===== config.mk =====
export PLATFORM = sky130hd
export DESIGN_NAME = brownout_fault_sequencer
export DESIGN_NICKNAME = d
export VERILOG_FILES = /design/src/rtl/brownout_pkg.sv /design/src/rtl/flag_sync_if.sv /design/src/rtl/flag_sync.sv /design/src/rtl/brownout_fault_sequencer.sv
export VERILOG_INCLUDE_DIRS = /design/src /design/src/rtl
export SDC_FILE = /design/constraint.sdc
export NUM_CORES = 1
export LEC_CHECK = 0
export BUFFER_PORTS_ARGS = -buffer_cell sky130_fd_sc_hd__buf_2
export CAP_MARGIN = 25
export CORE_ASPECT_RATIO = 1.25
export CORE_UTILIZATION = 55
export DETAILED_ROUTE_END_ITERATION = 10
export PLACE_DENSITY = 0.74
export SYNTH_ARGS = -nofsm -noshare
export SYNTH_HDL_FRONTEND = slang
export SYNTH_SLANG_ARGS = --single-unit

===== constraint.sdc =====
create_clock -name clk -period 3.7 [get_ports clk]
set_clock_uncertainty 0.05 [all_clocks]
set_input_delay 0.74 -clock clk [delete_from_list [all_inputs] [get_ports clk]]
set_output_delay 0.74 -clock clk [all_outputs]
set_load 0.01 [all_outputs]

===== src/rtl/brownout_defines.svh =====
`ifndef BROWNOUT_DEFINES_SVH
`define BROWNOUT_DEFINES_SVH

// reference clock
`define CLK_FREQ_KHZ        125000

// line sag timing
`define BLANK_TIME_MS       500
`define BLANK_MIN_TIME_MS   380
`define WINDOW_TIME_MS      50
`define BLANK_CYCLES        (`BLANK_TIME_MS * `CLK_FREQ_KHZ)
`define BLANK_MIN_CYCLES    (`BLANK_MIN_TIME_MS * `CLK_FREQ_KHZ)
`define WINDOW_CYCLES       (`WINDOW_TIME_MS * `CLK_FREQ_KHZ)

// timing pin open detection, least time rounded up
`define TPIN_BLANK_TIME_US  30
`define TPIN_BLANK_CYCLES   ((`TPIN_BLANK_TIME_US * `CLK_FREQ_KHZ + 999) / 1000)
`define TPIN_CNT_W          12

// positions of the synchronised comparator flags
`define FLAG_SAG_COMP       0
`define FLAG_TIMING_LOW     1
`define FLAG_UNDERVOLT      2
`define FLAG_LATCH_OFF      3
`define FLAG_TEMP_HOT       4
`define FLAG_TEMP_COOL      5
`define FLAG_SUPPLY_START   6
`define FLAG_SUPPLY_STOP    7
`define FLAG_REG_REACHED    8
`define FLAG_COUNT          9

// reset values
`define SYNC_RST            1'b0
`define LOCKOUT_RST         1'b1
`define OVERTEMP_RST        1'b0
`define STARTUP_RST         1'b1
`define TPIN_OPEN_RST       1'b0

`endif


===== src/rtl/brownout_pkg.sv =====
package brownout_pkg;
    `include "brownout_defines.svh"

    typedef enum logic [1:0]
    {
        SAG_IDLE,
        SAG_BLANK,
        SAG_WINDOW,
        SAG_FAULT
    } sag_state_t;

    typedef logic [`FLAG_COUNT-1:0] flag_vec_t;
endpackage


===== src/rtl/flag_sync_if.sv =====
`timescale 1ns/10ps
interface flag_sync_if
#(
    parameter int unsigned WIDTH = 1
);
    logic [WIDTH-1:0] raw;
    logic [WIDTH-1:0] synced;

    modport sync_side (input raw, output synced);
    modport user_side (output raw, input synced);
endinterface


===== src/rtl/flag_sync.sv =====
`timescale 1ns/10ps
module flag_sync
    import brownout_pkg::*;
#(
    parameter int unsigned WIDTH = `FLAG_COUNT
)
(
    // clock and reset
    input  wire logic clk,
    input  wire logic nrst,
    // flags in and out
    flag_sync_if.sync_side flags
);

    logic [WIDTH-1:0] stage1_q;
    logic [WIDTH-1:0] stage2_q;

    genvar i;
    generate
        for (i = 0; i < WIDTH; i++)
        begin : g_bit
            always_ff @(posedge clk or negedge nrst)
            begin
                if (!nrst)
                begin
                    stage1_q[i] <= `SYNC_RST;
                    stage2_q[i] <= `SYNC_RST;
                end
                else
                begin
                    stage1_q[i] <= flags.raw[i];
                    stage2_q[i] <= stage1_q[i];
                end
            end
        end
    endgenerate

    assign flags.synced = stage2_q;

endmodule


===== src/rtl/brownout_fault_sequencer.sv =====
`timescale 1ns/10ps
module brownout_fault_sequencer
    import brownout_pkg::*;
#(
    parameter int unsigned BLANK_CYCLES  = `BLANK_CYCLES,
    parameter int unsigned WINDOW_CYCLES = `WINDOW_CYCLES
)
(
    // clock and reset
    input  wire logic clk,
    input  wire logic nrst,

    // comparator flags
    input  wire logic line_sag_comparator_out,
    input  wire logic timing_current_low,
    input  wire logic output_undervoltage_protect,
    input  wire logic latch_off_request,
    input  wire logic temp_above_upper,
    input  wire logic temp_below_lower,
    input  wire logic supply_above_start,
    input  wire logic supply_below_stop,
    input  wire logic regulation_reached,

    // power stage controls
    output logic      gate_drive_a_en,
    output logic      gate_drive_b_en,
    output logic      control_node_ground,
    output logic      converter_ready,

    // line sense pin controls
    output logic      hold_clamp_switch,
    output logic      hysteresis_current_source,
    output logic      sense_pin_pulldown,

    // status
    output logic      line_sag_fault,
    output logic      line_sag_event_latch,
    output logic      supply_lockout,
    output logic      overtemperature_shutdown,
    output logic      timing_pin_open,
    output logic      startup_phase_latch
);

    localparam int unsigned CNT_W = (BLANK_CYCLES > WINDOW_CYCLES)
                                  ? $clog2(BLANK_CYCLES + 1)
                                  : $clog2(WINDOW_CYCLES + 1);

    localparam logic [CNT_W-1:0] BLANK_LAST  = CNT_W'(BLANK_CYCLES - 1);
    localparam logic [CNT_W-1:0] WINDOW_LAST = CNT_W'(WINDOW_CYCLES - 1);
    localparam logic [`TPIN_CNT_W-1:0] TPIN_LAST =
        `TPIN_CNT_W'(`TPIN_BLANK_CYCLES - 1);

    function automatic logic reached(input logic [CNT_W-1:0] cnt,
                                     input logic [CNT_W-1:0] last);
        reached = (cnt == last);
    endfunction

    ////////////////////////////////////////////////////////////////////////////
    // flag synchronisation

    flag_sync_if #(.WIDTH(`FLAG_COUNT)) flags_bus ();

    assign flags_bus.raw[`FLAG_SAG_COMP]     = line_sag_comparator_out;
    assign flags_bus.raw[`FLAG_TIMING_LOW]   = timing_current_low;
    assign flags_bus.raw[`FLAG_UNDERVOLT]    = output_undervoltage_protect;
    assign flags_bus.raw[`FLAG_LATCH_OFF]    = latch_off_request;
    assign flags_bus.raw[`FLAG_TEMP_HOT]     = temp_above_upper;
    assign flags_bus.raw[`FLAG_TEMP_COOL]    = temp_below_lower;
    assign flags_bus.raw[`FLAG_SUPPLY_START] = supply_above_start;
    assign flags_bus.raw[`FLAG_SUPPLY_STOP]  = supply_below_stop;
    assign flags_bus.raw[`FLAG_REG_REACHED]  = regulation_reached;

    flag_sync #(.WIDTH(`FLAG_COUNT)) u_flag_sync
    (
        .clk   (clk),
        .nrst  (nrst),
        .flags (flags_bus)
    );

    flag_vec_t flag_s;
    logic      sag_s;
    logic      tlow_s;
    logic      undervolt_s;
    logic      latch_off_s;
    logic      hot_s;
    logic      cool_s;
    logic      start_s;
    logic      stop_s;
    logic      reg_s;

    assign flag_s      = flags_bus.synced;
    assign sag_s       = flag_s[`FLAG_SAG_COMP];
    assign tlow_s      = flag_s[`FLAG_TIMING_LOW];
    assign undervolt_s = flag_s[`FLAG_UNDERVOLT];
    assign latch_off_s = flag_s[`FLAG_LATCH_OFF];
    assign hot_s       = flag_s[`FLAG_TEMP_HOT];
    assign cool_s      = flag_s[`FLAG_TEMP_COOL];
    assign start_s     = flag_s[`FLAG_SUPPLY_START];
    assign stop_s      = flag_s[`FLAG_SUPPLY_STOP];
    assign reg_s       = flag_s[`FLAG_REG_REACHED];

    ////////////////////////////////////////////////////////////////////////////
    // supply lockout with 12 V / 10 V hysteresis

    logic lockout_q;

    always_ff @(posedge clk or negedge nrst)
    begin
        if (!nrst)
            lockout_q <= `LOCKOUT_RST;
        else if (stop_s)
            lockout_q <= 1'b1;
        else if (start_s)
            lockout_q <= 1'b0;
    end

    ////////////////////////////////////////////////////////////////////////////
    // overtemperature shutdown with hysteresis

    // low means the upper threshold is being compared
    logic overtemp_q;

    always_ff @(posedge clk or negedge nrst)
    begin
        if (!nrst)
            overtemp_q <= `OVERTEMP_RST;
        else if (hot_s)
            overtemp_q <= 1'b1;
        else if (cool_s)
            overtemp_q <= 1'b0;
    end

    ////////////////////////////////////////////////////////////////////////////
    // timing pin open detection

    logic [`TPIN_CNT_W-1:0] tpin_cnt_q;
    logic                   tpin_open_q;
    logic                   tpin_expired;

    // the counter holds at its last value while the flag stays high
    assign tpin_expired = tlow_s && (tpin_cnt_q == TPIN_LAST);

    always_ff @(posedge clk or negedge nrst)
    begin
        if (!nrst)
            tpin_cnt_q <= '0;
        else if (!tlow_s)
            tpin_cnt_q <= '0;
        else if (tpin_cnt_q != TPIN_LAST)
            tpin_cnt_q <= tpin_cnt_q + 1'b1;
    end

    always_ff @(posedge clk or negedge nrst)
    begin
        if (!nrst)
            tpin_open_q <= `TPIN_OPEN_RST;
        else if (tpin_expired)
            tpin_open_q <= 1'b1;
        else if (lockout_q)
            tpin_open_q <= 1'b0;
    end

    ////////////////////////////////////////////////////////////////////////////
    // line sag sequencer

    sag_state_t       state_q;
    sag_state_t       state_d;
    logic [CNT_W-1:0] cnt_q;
    logic [CNT_W-1:0] cnt_d;
    logic             event_latch_q;
    logic             event_latch_d;

    always_comb
    begin
        state_d       = state_q;
        cnt_d         = cnt_q;
        event_latch_d = event_latch_q;
        case (state_q)
            SAG_IDLE:
            begin
                cnt_d = '0;
                if (sag_s)
                begin
                    event_latch_d = 1'b1;
                    state_d       = SAG_BLANK;
                end
            end
            SAG_BLANK:
            begin
                // a fault is declared here only at the end of blanking, if the sag is still present
                if (reached(cnt_q, BLANK_LAST))
                begin
                    cnt_d = '0;
                    if (sag_s)
                    begin
                        state_d       = SAG_FAULT;
                        event_latch_d = 1'b0;
                    end
                    else
                    begin
                        state_d = SAG_WINDOW;
                    end
                end
                else
                begin
                    cnt_d = cnt_q + 1'b1;
                end
            end
            SAG_WINDOW:
            begin
                if (sag_s)
                begin
                    state_d       = SAG_FAULT;
                    cnt_d         = '0;
                    event_latch_d = 1'b0;
                end
                else if (reached(cnt_q, WINDOW_LAST))
                begin
                    state_d       = SAG_IDLE;
                    cnt_d         = '0;
                    event_latch_d = 1'b0;
                end
                else
                begin
                    cnt_d = cnt_q + 1'b1;
                end
            end
            SAG_FAULT:
            begin
                cnt_d         = '0;
                event_latch_d = 1'b0;
                // leave once powered and the pin is back above 1 V
                if (!lockout_q && !sag_s)
                    state_d = SAG_IDLE;
            end
            default:
            begin
                state_d       = SAG_FAULT;
                cnt_d         = '0;
                event_latch_d = 1'b0;
            end
        endcase
    end

    always_ff @(posedge clk or negedge nrst)
    begin
        if (!nrst)
            state_q <= SAG_FAULT;
        else
            state_q <= state_d;
    end

    always_ff @(posedge clk or negedge nrst)
    begin
        if (!nrst)
            cnt_q <= '0;
        else
            cnt_q <= cnt_d;
    end

    always_ff @(posedge clk or negedge nrst)
    begin
        if (!nrst)
            event_latch_q <= 1'b0;
        else
            event_latch_q <= event_latch_d;
    end

    ////////////////////////////////////////////////////////////////////////////
    // off decision and start-up phase

    logic off_now;
    logic startup_q;

    assign off_now = lockout_q
                   | (state_q == SAG_FAULT)
                   | undervolt_s
                   | latch_off_s
                   | overtemp_q
                   | tpin_open_q;

    always_ff @(posedge clk or negedge nrst)
    begin
        if (!nrst)
            startup_q <= `STARTUP_RST;
        else if (off_now)
            startup_q <= 1'b1;
        else if (reg_s)
            startup_q <= 1'b0;
    end

    ////////////////////////////////////////////////////////////////////////////
    // registered outputs

    logic sag_fault_d;

    assign sag_fault_d = (state_d == SAG_FAULT);

    always_ff @(posedge clk or negedge nrst)
    begin
        if (!nrst)
        begin
            gate_drive_a_en     <= 1'b0;
            gate_drive_b_en     <= 1'b0;
            control_node_ground <= 1'b1;
            converter_ready     <= 1'b0;
        end
        else
        begin
            gate_drive_a_en     <= !off_now;
            gate_drive_b_en     <= !off_now;
            control_node_ground <= off_now;
            converter_ready     <= !off_now && !startup_q;
        end
    end

    always_ff @(posedge clk or negedge nrst)
    begin
        if (!nrst)
        begin
            hold_clamp_switch         <= 1'b0;
            hysteresis_current_source <= 1'b0;
            sense_pin_pulldown        <= 1'b1;
        end
        else
        begin
            hold_clamp_switch         <= sag_s && !sag_fault_d;
            hysteresis_current_source <= sag_fault_d && !lockout_q;
            sense_pin_pulldown        <= lockout_q;
        end
    end

    always_ff @(posedge clk or negedge nrst)
    begin
        if (!nrst)
        begin
            line_sag_fault           <= 1'b1;
            line_sag_event_latch     <= 1'b0;
            supply_lockout           <= `LOCKOUT_RST;
            overtemperature_shutdown <= `OVERTEMP_RST;
            timing_pin_open          <= `TPIN_OPEN_RST;
            startup_phase_latch      <= `STARTUP_RST;
        end
        else
        begin
            line_sag_fault           <= sag_fault_d;
            line_sag_event_latch     <= event_latch_d;
            supply_lockout           <= lockout_q;
            overtemperature_shutdown <= overtemp_q;
            timing_pin_open          <= tpin_open_q;
            startup_phase_latch      <= startup_q;
        end
    end

endmodule


# --- After elaboration in Yosys (flattened, before gate mapping) ---
# Cells that the tools add are included.
classes:
  n_addsub: 2
  n_eq_ne: 13
  mux: 27
  n_bitwise: 5
  n_reduce_logical: 17
ops:
  columns: ["operator", "count"]
  rows:
  - ["$mux 26", 3]
  - ["$pmux 26 s3", 1]
  - ["$add 26x1->26 const B", 1]
  - ["$eq 26x23->1 const B", 1]
  - ["$eq 26x26->1 const B", 1]
  - ["$mux 12", 2]
  - ["$mux 1", 14]
  - ["$add 12x1->12 const B", 1]
  - ["$eq 12x12->1 const B", 1]
  - ["$ne 12x12->1 const B", 1]
  - ["$mux 2", 5]
  - ["$pmux 2 s4", 1]
  - ["$reduce_bool 2->1", 4]
  - ["$eq 2x2->1 const B", 3]
  - ["$logic_and 1x1->1", 5]
  - ["$logic_not 1->1", 5]
  - ["$or 1x1->1", 5]
  - ["$ne 2x1->1 const B", 2]
  - ["$ne 2x2->1 const B", 2]
  - ["$pmux 1 s4", 1]
  - ["$reduce_and 4->1", 1]
  - ["$ne 3x2->1 const B", 1]
  - ["$eq 2x1->1 const B", 1]
  - ["$logic_not 2->1", 1]
  - ["$reduce_or 2->1", 1]
totals:
  register_bits: 73
  in_bits: 11
  output_inout_bits: 13

# --- Logic depth before layout (Yosys ltp) ---
logic_depth:
  depth_word: 8
  ltp_mapped: 7
  mapped_depth_nobuf: 6

# --- Hierarchy ---
# Synthesis repeated with hierarchy kept, for this count alone.
unflattened:
  cells_unflattened: 282
  area_unflattened_um2: 3154.3
modules_own_cells:
  columns: ["mod", "instances", "cells_each", "area_each_um2", "seq_area_each_um2"]
  rows:
  - ["brownout_fault_sequencer", 1, 264, 2703.8, 1386.3]
  - ["flag_sync", 1, 18, 450.4, 450.4]

# --- Worst setup path after synthesis ---
# No wires, ideal clock.
synth_path:
  path_type: "reg2reg"
  from: "register cnt_q[6]"
  to: "register cnt_q[25]"
  setup_ns: 0.142
  t_arrival_ns: 1.838
  t_required_ns: 3.508
  slack_ns: 1.670
  path_stages_with_launch: 6
  n_path_buf: 1
  synth_period_minus_slack_ns: 2.030
  path_cell_list: "dfrtp_1 or4b_4 or3_4 o211ai_4 buf_6 a22oi_1"
synth_via:
  elab_chain_cells: 4
  word_cells_on_any_way: 7
  classes_between: "add/sub (1); eq/ne (2); mux (4)"
synth_lines:
  columns: ["item", "line", "source"]
  rows:
  - ["start: declaration", "brownout_fault_sequencer.sv:168", "logic [CNT_W-1:0] cnt_q;"]
  - ["start signal: assignment", "brownout_fault_sequencer.sv:258", "cnt_q <= cnt_d;"]
  - ["$add 26x1->26 / $eq 26x23->1 (equally long branches)", "brownout_fault_sequencer.sv:206, brownout_fault_sequencer.sv:225, brownout_fault_sequencer.sv:55", null]
  - ["$mux 26", "brownout_fault_sequencer.sv:217", "else if (reached(cnt_q, WINDOW_LAST))"]
  - ["$mux 26", "brownout_fault_sequencer.sv:211", "if (sag_s)"]
  - ["$pmux 26 s3 (*)", "brownout_fault_sequencer.sv:178", "case (state_q)"]
  - ["net cnt_d[25]", "brownout_fault_sequencer.sv:169", "logic [CNT_W-1:0] cnt_d;"]
# The timed path passes the listed nets; every way through them passes the cells marked *.
# A chain may end at the register's enable or synchronous reset.

# --- Worst setup path after layout ---
layout_path:
  from: "register cnt_q[9]"
  to: "register cnt_q[4]"
layout_via:
  elab_chain_cells: 4
  word_cells_on_any_way: 6
  classes_between: "eq/ne (2); mux (4)"
layout_lines:
  columns: ["item", "line", "source"]
  rows:
  - ["$eq 26x23->1", "brownout_fault_sequencer.sv:55", "reached = (cnt == last);"]
  - ["$mux 26", "brownout_fault_sequencer.sv:217", null]
  - ["$mux 26", "brownout_fault_sequencer.sv:211", null]
  - ["$pmux 26 s3 (*)", "brownout_fault_sequencer.sv:178", null]
  - ["net cnt_d[4]", "brownout_fault_sequencer.sv:169", null]
# Marked as above.

==> impl_metrics.toml <==
[critical_path]
crit_type = "reg2reg"
cp_data_arrival_time_ps = 2560
required_ps = 3840
reg2reg_from = "cnt_q[9]"
startpoint_type = "flop"
crit_path_max_fanout = 26
endpoint_kind = "flop"
regToRegSetupSlack_ps = 1280
reg2reg_to = "cnt_q[4]"
r2r_cells = 4

[synth]
ys_async_sr_fraction = 1.00
synthFlopType = "dfrtp_1"
syn_nets = 298
syn_avg_cell_area_um2 = 11.3
synth-simple-area-share = 0.195
synth-edff-count = 0
synth_commonest_cells = "65 x dfrtp_1, 18 x a21oi_1, 16 x xor2_1"
syn_inst = 284
synth-seq-cells = 73
synth_top_family_by_area = "simple AND/OR/NAND/NOR gates"
ys_top_cells_by_area = "dfrtp_1 51%, dfstp_2 6.6%, xor2_1 4.4%, a21oi_1 2.8%, nand4_1 2.7%"
syn-cell-area_um2 = 3210
post-synth-top-area-fraction = 0.507
synth_xor_area_frac = 0.0628
yosys.area.top_type = "dfrtp_1"
synth_fa_ha_area_frac = 0.0117
synth_compound_area_frac = 0.119
yosys_warnings = 0
ys_seq_area_frac = 0.573
yosysMostFrequentCell = "dfrtp_1"
synth.mux.area_fraction = 0
synth.distinct_cells = 43

[die]
start_util = 0.581
chipWidth_um = 70.3
io_pins = 24
core_area_um2 = 5520
die_area_um2 = 6140
die_h_um = 87.4
rows = 30

[route]
routed.top_layer = "met4"
routed_wl_mm = 5.88
vias = 2280
vias_per_cell = 6.06
drc = 0
post_drt_wl_per_cell_um = 15.6
drtIter0Drc = 115
met2_length_mm = 2.84
wl_met3_um = 236
final_antenna_net_count = 0
dr.pass1.iters = 4
met1_length_mm = 2.73

[clock_tree]
cts_tree = "built"
htree_num_levels = 3
postCtsSetupBuffers = 0
clkTransAtPathRegs_ps = 80
clock-sinks = 73
cts_max_path_buffers = 2
cts_root_buf = "clkbuf_8"
clock_latency_ps = 350
numCtsBuffers = 9
hold_buffers = 0
cts_resized = 0

[sta]
relSlewSlack = 0.413
drv_slew = 0
setup_viol = 0
rsz0062_at_grt = "false"
tightest_slew_ps = 881
fin_crit_ps = 2420
max_freq_mhz = 414
hold_violations = 0
holdWs_ps = 303
period_share = 0.653
fin_tns_setup_ps = 0
setup_slack_ps = 1280

[global_route]
grt_pass1_vias = 2104
antenna_found_initial = 0
grt_overflow = 0
grt_pass1_wl_mm = 9.78
track_usage = 0.209
grt_start_max_net_pins = 74

[worst_hold_path]
hold_depth = 0
hp-class = "reg2reg"
min_from = "u_flag_sync.stage1_q[5]"
holdPathEnd = "u_flag_sync.flags.synced[5]"

[pwr]
power_mw = 1.75
combPwrFrac = 0.080
ir_drop_uv = 357
clkPwrFrac = 0.401
switchingPower_mw = 0.447
pwr-share-seq = 0.520
p_leak_nw = 1.57
p_int_mw = 1.30
swShare = 0.255
power-per-cell-area_nw_per_um2 = 491

[place]
dpl.cell_count = 360
globalplace.congestion = 0.892
placed_area_um2 = 3340
port_buffers = 23
dp_slack_ps = 1270
hpwl_mm = 3.72

[final_layout]
finalNonFillerCells = 376
multiInputGateArea_um2 = 1250
final_nets = 321
antenna_cells = 0
seq_area_um2 = 1840
final_layout_size_suffix_gt1_frac = 0.176
finalInstanceArea_um2 = 3560
fillers = 431
utilization = 0.646
areaGrowthSynthToFinish_pct = 11.1

[job]
cap_violations = 0

[status]
status = "finished, final reports clean"
## placed cells by master, fill, tap and decap left out, drive strengths merged, types with 3 or more instances in the layout
cell type,n
and3,4
nand3,11
nor2,14
xnor2,7
and4,9
o31ai,5
nor4,3
nand2,15
o21ai,10
dfrtp,65
a22oi,10
or3,8
xor2,16
clkbuf,9
a31oi,3
ha,3
a21oi,18
clkinv,3
buf,25
dfstp,8
nand4,14
inv,13
or4,10
nor3,6
## layout make-up
class / count / share of cell area
Clock buffer: 9 / 0.0348
Clock inverter: 7 / 0.0288
Inverter: 11 / 0.0116
Multi-Input combinational cell: 187 / 0.350
Sequential cell: 73 / 0.516
Tap cell: 64 / 0.0225
Timing Repair Buffer: 25 / 0.0365
## worst max-delay path by stage
stage | from | end | slack (ps)
finish | cnt_q[9] | cnt_q[4] | 1280
global route | cnt_q[6] | cnt_q[17] | 1110
CTS | cnt_q[6] | cnt_q[4] | 1270
detailed placement | cnt_q[6] | cnt_q[22] | 1270
global placement | cnt_q[9] | cnt_q[24] | 1350
floorplan | cnt_q[6] | cnt_q[25] | 1670
## sequential cells by signal, summed over array words and instances (netlist names), 2 cells and up
name / count
tpin_cnt_q: 12
u_flag_sync.stage1_q: 9
cnt_q: 26
state_q: 2
u_flag_sync.flags.synced: 9
## power groups by stage
stage / Combinational (mW) / Sequential, mW / Clock, mW
after floorplan: 0.0976 / 0.912 / 0
after global placement: 0.137 / 0.921 / 0
after detailed placement: 0.139 / 0.925 / 0
after CTS: 0.141 / 0.909 / 0.719
after global routing: 0.157 / 0.919 / 0.745
final: 0.139 / 0.909 / 0.701
## cells by family (layout without fill, tap and decap cells)
group	after synthesis	after routing
XOR/XNOR	23	23
buffers and inverters	24	52
adder cells (fa/ha/maj)	3	3
AO/OA/AOI/OAI	58	58
flip-flops	73	73
AND/OR/NAND/NOR	103	103
## critical path, stage by stage (launching register included)
cell and delay (ps):
dfrtp_1 450, or4b_4 570, or3_4 400, o211ai_4 590, a21boi_0 200
## layer usage
| layer | vias up | global-route usage |
|---|---|---|
| met5 | - | 0 |
| met4 | 0 | 0.100 |
| met3 | 7 | 0.0648 |
| met2 | 45 | 0.326 |
| met1 | 1130 | 0.264 |
| li1 | 1098 | - |
No activity file was read; power rests on OpenSTA's default activity.
